$ cat config.mk
export PLATFORM = sky130hd
export DESIGN_NAME = gpib_bus_command_handler
export DESIGN_NICKNAME = d
export VERILOG_FILES = /design/src/rtl/bus_cmd_pkg.sv /design/src/rtl/gpib_bus_command_handler.sv
export VERILOG_INCLUDE_DIRS = /design/src /design/src/rtl
export SDC_FILE = /design/constraint.sdc
export NUM_CORES = 1
export LEC_CHECK = 0
export ABC_AREA = 1
export BUFFER_PORTS_ARGS = -buffer_cell sky130_fd_sc_hd__buf_4
export CAP_MARGIN = 15
export CORE_UTILIZATION = 45
export DETAILED_ROUTE_END_ITERATION = 10
export GPL_TIMING_DRIVEN = 0
export PLACE_DENSITY = 0.88
export SLEW_MARGIN = 20
export SYNTH_ARGS = -nofsm -noshare
export SYNTH_HDL_FRONTEND = slang
export SYNTH_SLANG_ARGS = --single-unit
$ cat constraint.sdc
create_clock -name clk -period 2.25 [get_ports clk]
set_input_delay 0.1125 -clock clk [delete_from_list [all_inputs] [get_ports clk]]
set_output_delay 0.1125 -clock clk [all_outputs]
set_load 0.01 [all_outputs]
$ cat src/rtl/bus_cmd_params.svh
/*
 * Shared constants of the general bus command handler: command byte codes,
 * address group layout and default configuration values.
 * Assumes the includer wants plain `define names; guarded against double inclusion.
 */
`ifndef BUS_CMD_PARAMS_SVH
`define BUS_CMD_PARAMS_SVH

// universal and addressed command bytes, parity bit stripped
`define CMD_GTL 7'h01
`define CMD_SDC 7'h04
`define CMD_GET 7'h08
`define CMD_LLO 7'h11
`define CMD_DCL 7'h14
`define CMD_SPE 7'h18
`define CMD_SPD 7'h19
`define CMD_UNL 7'h3F
`define CMD_UNT 7'h5F
// address groups: bits 6:5 select listen/talk, bits 4:0 carry the address
`define GRP_HI 6
`define GRP_LO 5
`define ADDR_HI 4
`define GRP_LISTEN 2'h1
`define GRP_TALK 2'h2
// default configuration
`define DEF_FUNC 3'h0
`define DEF_RANGE 3'h4
`define DEF_PREFIX 1'h1
`define DEF_SRQ_EN 1'h0
`define DEF_ZERO 2'h0
`define DEF_FILTER 7'h00
`define DEF_DELAY 1'h0
`define DEF_EOI_EN 1'h1
`define DEF_HOLDOFF 1'h1
`define DEF_TERM 2'h0
`define DEF_TRIG 3'h6
`define DEF_STORE 1'h0
`define DEF_BUF_SIZE 10'h001
`define DEF_LINE_FREQ 1'h0
`define DEF_BUS_ADDR 5'h07
// trigger modes that accept a bus trigger
`define TRIG_GET_A 3'h2
`define TRIG_GET_B 3'h3
// serial poll byte: bit 6 marks this device as requesting service
`define SPB_RQS 6

`endif

$ cat src/rtl/bus_cmd_pkg.sv
/*
 * Types of the general bus command handler.
 * Assumes nothing beyond the standard language.
 */
package bus_cmd_pkg;
	typedef enum logic [1:0] {
		POLL_OFF = 2'b00,
		POLL_ARMED = 2'b01,
		POLL_SEND = 2'b10,
		POLL_DONE = 2'b11
	} poll_state_e;
endpackage : bus_cmd_pkg

$ cat src/rtl/gpib_bus_command_handler.sv
/*
 * General bus command handler: remote/local, lockout, device clear,
 * selective clear, group trigger and serial poll with status byte return.
 * Assumes the byte handshake is done elsewhere: bus lines arrive raw from pins
 * and a received byte is flagged by byte_strobe_n (active low, one per byte).
 */
// Functional notes
// go-to-local while listener returns to local
// controller sends ATN, listen address, GTL
// go-to-local leaves lockout in force
// device clear acts without addressing
// device clear restores factory or user defaults
// controller sends ATN then DCL byte
// device clear restores line frequency, keeps address
// selective clear acts only when listener
// controller sends ATN, listen address, SDC
// selective clear restores frequency, keeps address
// group trigger starts measurement in bus modes
// triggered run uses stored rate and samples
// controller sends ATN, listen address, GET
// poll enable arms all devices for polling
// armed and talker with ATN off: drive byte
// controller ends polling with poll disable
// each polled talker returns own byte
// status byte shows own service request
// default DCV 300V, prefix, features off
// default EOI, hold-off, CR LF terminator
// default continuous external trigger, one-shot store
// remote only when REN and then listener
// lockout disables front-panel local key
// interface clear idles talker and listener
// addressed only by own primary address
`include "bus_cmd_params.svh"

module gpib_bus_command_handler import bus_cmd_pkg::*; #(
	parameter logic [4:0] BUS_ADDR_DEFAULT = `DEF_BUS_ADDR
) (
	input wire logic clk,
	input wire logic rst,
	input wire logic atn_n,
	input wire logic ren_n,
	input wire logic ifc_n,
	input wire logic [7:0] dio_n_in,
	input wire logic byte_strobe_n,
	output logic [7:0] dio_n_out,
	output logic [7:0] dio_n_oe,
	input wire logic [4:0] bus_addr_in,
	input wire logic bus_addr_load,
	input wire logic local_key,
	input wire logic use_user_defaults,
	input wire logic [2:0] user_func,
	input wire logic [2:0] user_range,
	input wire logic [2:0] user_trig,
	input wire logic [2:0] rate_sel,
	input wire logic [9:0] sample_count,
	input wire logic [6:0] status_bits,
	input wire logic srq_pending,
	output logic remote,
	output logic lockout,
	output logic talker,
	output logic listener,
	output logic poll_enabled,
	output logic panel_enable,
	output logic meas_start,
	output logic [2:0] meas_rate,
	output logic [9:0] meas_samples,
	output logic clear_pulse,
	output logic [2:0] cfg_func,
	output logic [2:0] cfg_range,
	output logic cfg_prefix,
	output logic cfg_srq_en,
	output logic [1:0] cfg_zero,
	output logic [6:0] cfg_filter,
	output logic cfg_delay,
	output logic cfg_eoi_en,
	output logic cfg_holdoff,
	output logic [1:0] cfg_term,
	output logic [2:0] cfg_trig,
	output logic cfg_store_cont,
	output logic [9:0] cfg_buf_size,
	output logic cfg_line_freq,
	output logic [4:0] bus_addr
);
	// pin synchronisers: first stage read only by the second
	logic [11:0] sync1_reg;
	logic [11:0] sync2_reg;
	logic strobe_d_reg;
	always_ff @(posedge clk) begin
		if (rst) begin
			sync1_reg <= 12'hFFF;
			sync2_reg <= 12'hFFF;
			strobe_d_reg <= 1'b1;
		end else begin
			sync1_reg <= {atn_n, ren_n, ifc_n, byte_strobe_n, dio_n_in};
			sync2_reg <= sync1_reg;
			strobe_d_reg <= sync2_reg[8];
		end
	end
	logic atn, ren, ifc;
	logic [6:0] rx;
	logic rx_take;
	assign atn = ~sync2_reg[11];
	assign ren = ~sync2_reg[10];
	assign ifc = ~sync2_reg[9];
	assign rx = ~sync2_reg[6:0];
	// falling edge of the strobe: data was stable across both stages
	assign rx_take = strobe_d_reg & ~sync2_reg[8];

	function automatic logic is_cmd(input logic [6:0] b, input logic [6:0] code);
		is_cmd = (b == code);
	endfunction : is_cmd

	logic cmd;
	logic my_listen;
	logic my_talk;
	assign cmd = rx_take & atn;
	assign my_listen = cmd && rx[`GRP_HI:`GRP_LO] == `GRP_LISTEN
		&& rx[`ADDR_HI:0] == bus_addr;
	assign my_talk = cmd && rx[`GRP_HI:`GRP_LO] == `GRP_TALK
		&& rx[`ADDR_HI:0] == bus_addr;

	logic remote_reg, remote_next;
	logic lockout_reg, lockout_next;
	logic talker_reg, talker_next;
	logic listener_reg, listener_next;
	logic [4:0] addr_reg, addr_next;
	poll_state_e poll_reg, poll_next;
	logic do_clear, do_trig;

	always_comb begin
		remote_next = remote_reg;
		lockout_next = lockout_reg;
		talker_next = talker_reg;
		listener_next = listener_reg;
		addr_next = addr_reg;
		poll_next = poll_reg;
		do_clear = 1'b0;
		do_trig = 1'b0;
		// address only set by its own port or by reset, never by a clear
		if (bus_addr_load) begin
			addr_next = bus_addr_in;
		end
		if (my_listen) begin
			listener_next = 1'b1;
			talker_next = 1'b0;
			if (ren) begin
				remote_next = 1'b1;
			end
		end
		if (my_talk) begin
			talker_next = 1'b1;
			listener_next = 1'b0;
		end
		if (cmd && is_cmd(rx, `CMD_UNL)) begin
			listener_next = 1'b0;
		end
		if (cmd && rx[`GRP_HI:`GRP_LO] == `GRP_TALK
			&& (is_cmd(rx, `CMD_UNT) || rx[`ADDR_HI:0] != bus_addr)) begin
			talker_next = 1'b0;
		end
		if (cmd && is_cmd(rx, `CMD_GTL) && listener_reg) begin
			remote_next = 1'b0;
		end
		if (cmd && is_cmd(rx, `CMD_LLO)) begin
			lockout_next = 1'b1;
		end
		if (cmd && is_cmd(rx, `CMD_DCL)) begin
			do_clear = 1'b1;
		end
		if (cmd && is_cmd(rx, `CMD_SDC) && listener_reg) begin
			do_clear = 1'b1;
		end
		if (cmd && is_cmd(rx, `CMD_GET) && listener_reg
			&& (cfg_trig == `TRIG_GET_A || cfg_trig == `TRIG_GET_B)) begin
			do_trig = 1'b1;
		end
		case (poll_reg)
			POLL_OFF: begin
				if (cmd && is_cmd(rx, `CMD_SPE)) begin
					poll_next = POLL_ARMED;
				end
			end
			POLL_ARMED, POLL_SEND, POLL_DONE: begin
				if (cmd && is_cmd(rx, `CMD_SPD)) begin
					poll_next = POLL_OFF;
				end else if (atn) begin
					poll_next = POLL_ARMED;
				end else if (rx_take && poll_reg == POLL_SEND) begin
					// byte taken: keep off the lines until ATN comes back
					poll_next = POLL_DONE;
				end else if (talker_next && poll_reg == POLL_ARMED) begin
					poll_next = POLL_SEND;
				end
			end
			default: poll_next = POLL_OFF;
		endcase
		if (local_key && !lockout_reg) begin
			remote_next = 1'b0;
		end
		// releasing REN and reset are the only paths out of lockout
		if (!ren) begin
			remote_next = 1'b0;
			lockout_next = 1'b0;
		end
		if (ifc) begin
			talker_next = 1'b0;
			listener_next = 1'b0;
			poll_next = POLL_OFF;
		end
	end

	always_ff @(posedge clk) begin
		if (rst) begin
			remote_reg <= 1'b0;
			lockout_reg <= 1'b0;
			talker_reg <= 1'b0;
			listener_reg <= 1'b0;
			addr_reg <= BUS_ADDR_DEFAULT;
			poll_reg <= POLL_OFF;
		end else begin
			remote_reg <= remote_next;
			lockout_reg <= lockout_next;
			talker_reg <= talker_next;
			listener_reg <= listener_next;
			addr_reg <= addr_next;
			poll_reg <= poll_next;
		end
	end

	// configuration group
	logic [2:0] func_reg, func_next, range_reg, range_next, trig_reg, trig_next;
	logic [1:0] zero_reg, zero_next, term_reg, term_next;
	logic [6:0] filter_reg, filter_next;
	logic [9:0] bufsz_reg, bufsz_next;
	logic [7:0] flags_reg, flags_next;
	logic [2:0] rate_reg, rate_next;
	logic [9:0] samp_reg, samp_next;
	logic start_reg, start_next;
	logic clr_reg, clr_next;
	logic [7:0] spb_reg, spb_next;
	localparam logic [7:0] FLAGS_DEF = {`DEF_PREFIX, `DEF_SRQ_EN, `DEF_DELAY, `DEF_EOI_EN,
		`DEF_HOLDOFF, `DEF_STORE, `DEF_LINE_FREQ, 1'b0};

	always_comb begin
		func_next = func_reg;
		range_next = range_reg;
		trig_next = trig_reg;
		zero_next = zero_reg;
		term_next = term_reg;
		filter_next = filter_reg;
		bufsz_next = bufsz_reg;
		flags_next = flags_reg;
		rate_next = rate_reg;
		samp_next = samp_reg;
		start_next = do_trig;
		clr_next = do_clear;
		spb_next = spb_reg;
		if (do_clear) begin
			func_next = use_user_defaults ? user_func : `DEF_FUNC;
			range_next = use_user_defaults ? user_range : `DEF_RANGE;
			trig_next = use_user_defaults ? user_trig : `DEF_TRIG;
			zero_next = `DEF_ZERO;
			filter_next = `DEF_FILTER;
			term_next = `DEF_TERM;
			bufsz_next = `DEF_BUF_SIZE;
			flags_next = FLAGS_DEF;
		end
		if (do_trig) begin
			rate_next = rate_sel;
			samp_next = sample_count;
		end
		// snapshot when entering send so the byte holds still on the lines
		if (poll_next == POLL_SEND && poll_reg != POLL_SEND) begin
			spb_next = {1'b0, status_bits};
			spb_next[`SPB_RQS] = srq_pending & flags_reg[6];
		end
	end

	always_ff @(posedge clk) begin
		if (rst) begin
			func_reg <= `DEF_FUNC;
			range_reg <= `DEF_RANGE;
			trig_reg <= `DEF_TRIG;
			zero_reg <= `DEF_ZERO;
			term_reg <= `DEF_TERM;
			filter_reg <= `DEF_FILTER;
			bufsz_reg <= `DEF_BUF_SIZE;
			flags_reg <= FLAGS_DEF;
			rate_reg <= 3'h0;
			samp_reg <= 10'h000;
			start_reg <= 1'b0;
			clr_reg <= 1'b0;
			spb_reg <= 8'h00;
		end else begin
			func_reg <= func_next;
			range_reg <= range_next;
			trig_reg <= trig_next;
			zero_reg <= zero_next;
			term_reg <= term_next;
			filter_reg <= filter_next;
			bufsz_reg <= bufsz_next;
			flags_reg <= flags_next;
			rate_reg <= rate_next;
			samp_reg <= samp_next;
			start_reg <= start_next;
			clr_reg <= clr_next;
			spb_reg <= spb_next;
		end
	end

	// lines are active low: driving a one bit pulls the line
	assign dio_n_out = ~spb_reg;
	assign dio_n_oe = {8{poll_reg == POLL_SEND}};
	assign remote = remote_reg;
	assign lockout = lockout_reg;
	assign talker = talker_reg;
	assign listener = listener_reg;
	assign poll_enabled = poll_reg != POLL_OFF;
	assign panel_enable = ~remote_reg;
	assign meas_start = start_reg;
	assign meas_rate = rate_reg;
	assign meas_samples = samp_reg;
	assign clear_pulse = clr_reg;
	assign cfg_func = func_reg;
	assign cfg_range = range_reg;
	assign cfg_prefix = flags_reg[7];
	assign cfg_srq_en = flags_reg[6];
	assign cfg_delay = flags_reg[5];
	assign cfg_eoi_en = flags_reg[4];
	assign cfg_holdoff = flags_reg[3];
	assign cfg_store_cont = flags_reg[2];
	assign cfg_line_freq = flags_reg[1];
	assign cfg_zero = zero_reg;
	assign cfg_filter = filter_reg;
	assign cfg_term = term_reg;
	assign cfg_trig = trig_reg;
	assign cfg_buf_size = bufsz_reg;
	assign bus_addr = addr_reg;
endmodule : gpib_bus_command_handler

==> results.json <==
{
  "grt_pass1_wl_um": 10600,
  "viasPerCell": 4.51,
  "synth_ff_type": "dfxtp_1",
  "syn_area_um2": 2770,
  "clock-sinks": 64,
  "fp.coreArea_um2": 5920,
  "p_total_mw": 2.53,
  "ios": 131,
  "drtPass1Iterations": 4,
  "peakVddDrop_mv": 0.427,
  "finalSetupViolations": 0,
  "status": "completed",
  "post_drt_wl_per_cell_um": 11.2,
  "synth_cell_types": 30,
  "rsz0062_at_grt": "false",
  "synth-edff-count": 0,
  "yosys.area.top_type": "dfxtp_1",
  "grt_pass1_vias": 2530,
  "drive_above_1_share_pct": 35.8,
  "die_area_um2": 6470,
  "slew_violations": 0,
  "die_w_um": 80.4,
  "synthCells": 355,
  "crit_slowest_cell": "dfxtp_1",
  "cts.path.max_buffers": 2,
  "min_period_over_period_pct": 87.6,
  "placed_area_um2": 3690,
  "syn2layout_area_growth_pct": 50.2,
  "grt_usage_pct": 21.2,
  "start_util_pct": 46.7,
  "ys_top_cells_by_area": "dfxtp_1 (46%), buf_4 (10%), nand2_1 (7.2%), nor2_1 (6.5%), or2_2 (5.0%)",
  "drt-initial-drc-count": 104,
  "worstHoldPathType": "in -> reg",
  "cts_resized": 0,
  "rows": 28,
  "nets": 567,
  "cp-start-kind": "register",
  "vias": 2682,
  "cp_common_cell": "nor2_1",
  "post-dp-hpwl_um": 4760,
  "die_y_um": 80.4,
  "fmax_ghz": 0.508,
  "worstPathCellList": "buf_2 -> nand2_1 -> nor3_1 -> nor3b_1 -> and2_1 -> inv_1 -> clkbuf_1 -> nor2_1 -> nor2_1",
  "cap_viol_max_count": 0,
  "p_leak_nw": 2.12,
  "crit_buf_inv": 3,
  "synth.top_cell.area_share_pct": 46.3,
  "root_buffer": "clkbuf_8",
  "grt_max_degree": 12,
  "max_stage_delay_ns": 0.31,
  "finalHoldViolCount": 0,
  "n_antenna_cell": 0,
  "crit_path_end_kind": "register",
  "fill_cells": 495,
  "place_congestion": 0.819,
  "fin_area_um2": 4160,
  "clock_latency_ns": 0.34,
  "skew_ns": 0.00774,
  "cts_made_buffers": 9,
  "grt_overflow": 0,
  "r2r_slack_ns": 0.28,
  "yosysWarnings": 0,
  "powerDensity_nw_per_um2": 609,
  "cts_tree": "built",
  "required_ns": 2.48,
  "path_delay_family": "simple AND/OR/NAND/NOR gates",
  "avgSynthCellArea_um2": 7.80,
  "cp_max_fo": 10,
  "antenna_left": 0,
  "wl_um": 6690,
  "antenna_found_initial": 0,
  "synth_commonest_cells": "dfxtp_1 (64), nand2_1 (53), nor2_1 (48)",
  "critical_path_class": "reg -> reg",
  "yosysSeqAreaShare_pct": 46.3,
  "drc": 0,
  "synth-seq-cells": 64,
  "arrival_ns": 2.20,
  "synth_most_common_cell": "dfxtp_1",
  "portBuffers": 97,
  "slew-limit-headroom_pct": 48.5,
  "layout_min_cycle_time_ns": 1.97,
  "fin_setup_tns_ns": 0,
  "cts_htree_levels": 3,
  "clk_pin_slew_worst_paths_ns": 0.07,
  "worst_pin_slew_ns": 0.769,
  "async_flop_share_pct": 0
}
[power breakdown]
part / internal (mW) / leakage, nW / total (mW) / switching [mW]
clock network: 0.652 / 0.106 / 1.09 / 0.442
registers: 1.16 / 0.522 / 1.17 / 0.0174
logic: 0.152 / 1.49 / 0.262 / 0.110
total: 1.96 / 2.12 / 2.53 / 0.569
[final cells by class]
type / count / area (um2) / share of cell area (%)
Clock buffer: 11 / 141 / 3.40
Tap cell: 75 / 93.8 / 2.26
Multi-Input combinational cell: 236 / 1120 / 27.0
Inverter: 35 / 131 / 3.16
Sequential cell: 64 / 1280 / 30.8
Timing Repair Buffer: 121 / 968 / 23.3
Buffer: 48 / 339 / 8.16
Clock inverter: 5 / 80.1 / 1.93
[worst reg2reg max path, cell delays in order (launching register included)]
cell,delay [ns]
dfxtp_1,0.31
buf_2,0.17
nand2_1,0.09
nor3_1,0.23
nor3b_1,0.23
and2_1,0.26
inv_1,0.13
clkbuf_1,0.23
nor2_1,0.15
nor2_1,0.06
[final timing paths]
check | cells after the start | startpoint | endpoint
max reg2reg | 9 | sync2_reg[0] | meas_samples[6]
min | 3 | user_range[1] | cfg_range[1]
max | 9 | sync2_reg[0] | meas_samples[6]
min reg2reg | 1 | sync1_reg[8] | sync2_reg[8]
[kinds of logic after synthesis]
family	share of synthesized area, %
simple gates	28.4
buf+inv	17.0
flops	46.3
compound gates	7.37
other cells	0.271
xor+xnor	0.633
[what timing repair did]
item	CTS	global route
buffers inserted	0	0
hold buffers	24	0
hold endpoints to repair	24	0
endpoints found under the setup margin	0	0
[stage by stage]
stage | hold WS, ns | worst slack [ns] | instances | utilization, %
2_1_floorplan | 0.216 | 0.545 | 383 | -
3_3_place_gp | 0.299 | 0.335 | 555 | 62.4
3_5_place_dp | 0.301 | 0.268 | 555 | 62.4
4_1_cts | 0.0000958 | 0.257 | 595 | 70.2
5_1_grt | 0.00960 | 0.00268 | 595 | 70.2
6_report | 0.00224 | 0.280 | 595 | 70.2
[metal layers]
metal	up-vias	GRT usage (%)	share of wire, %
li1	1368	-	-
met1	1180	22.3	40
met2	119	38.2	49
met3	15	5.80	8.2
met4	0	10.5	2.2
met5	-	0	0
[layout by cell type, fill, tap and decap left out, drive strengths merged]
cell type / count
conb: 30
dfxtp: 64
nor2: 50
nor3: 5
nand4: 3
inv: 35
and2: 1
nand3: 28
clkinvlp: 2
clkbuf: 19
o211ai: 1
nor4: 3
buf: 137
xor2: 2
or2: 22
a2111oi: 1
a221oi: 1
bufinv: 2
clkinv: 1
a21oi: 12
dlygate4sd3: 24
a31oi: 1
nand2: 54
o21ai: 21
nor3b: 1
Power figures use the tool's default switching activity.
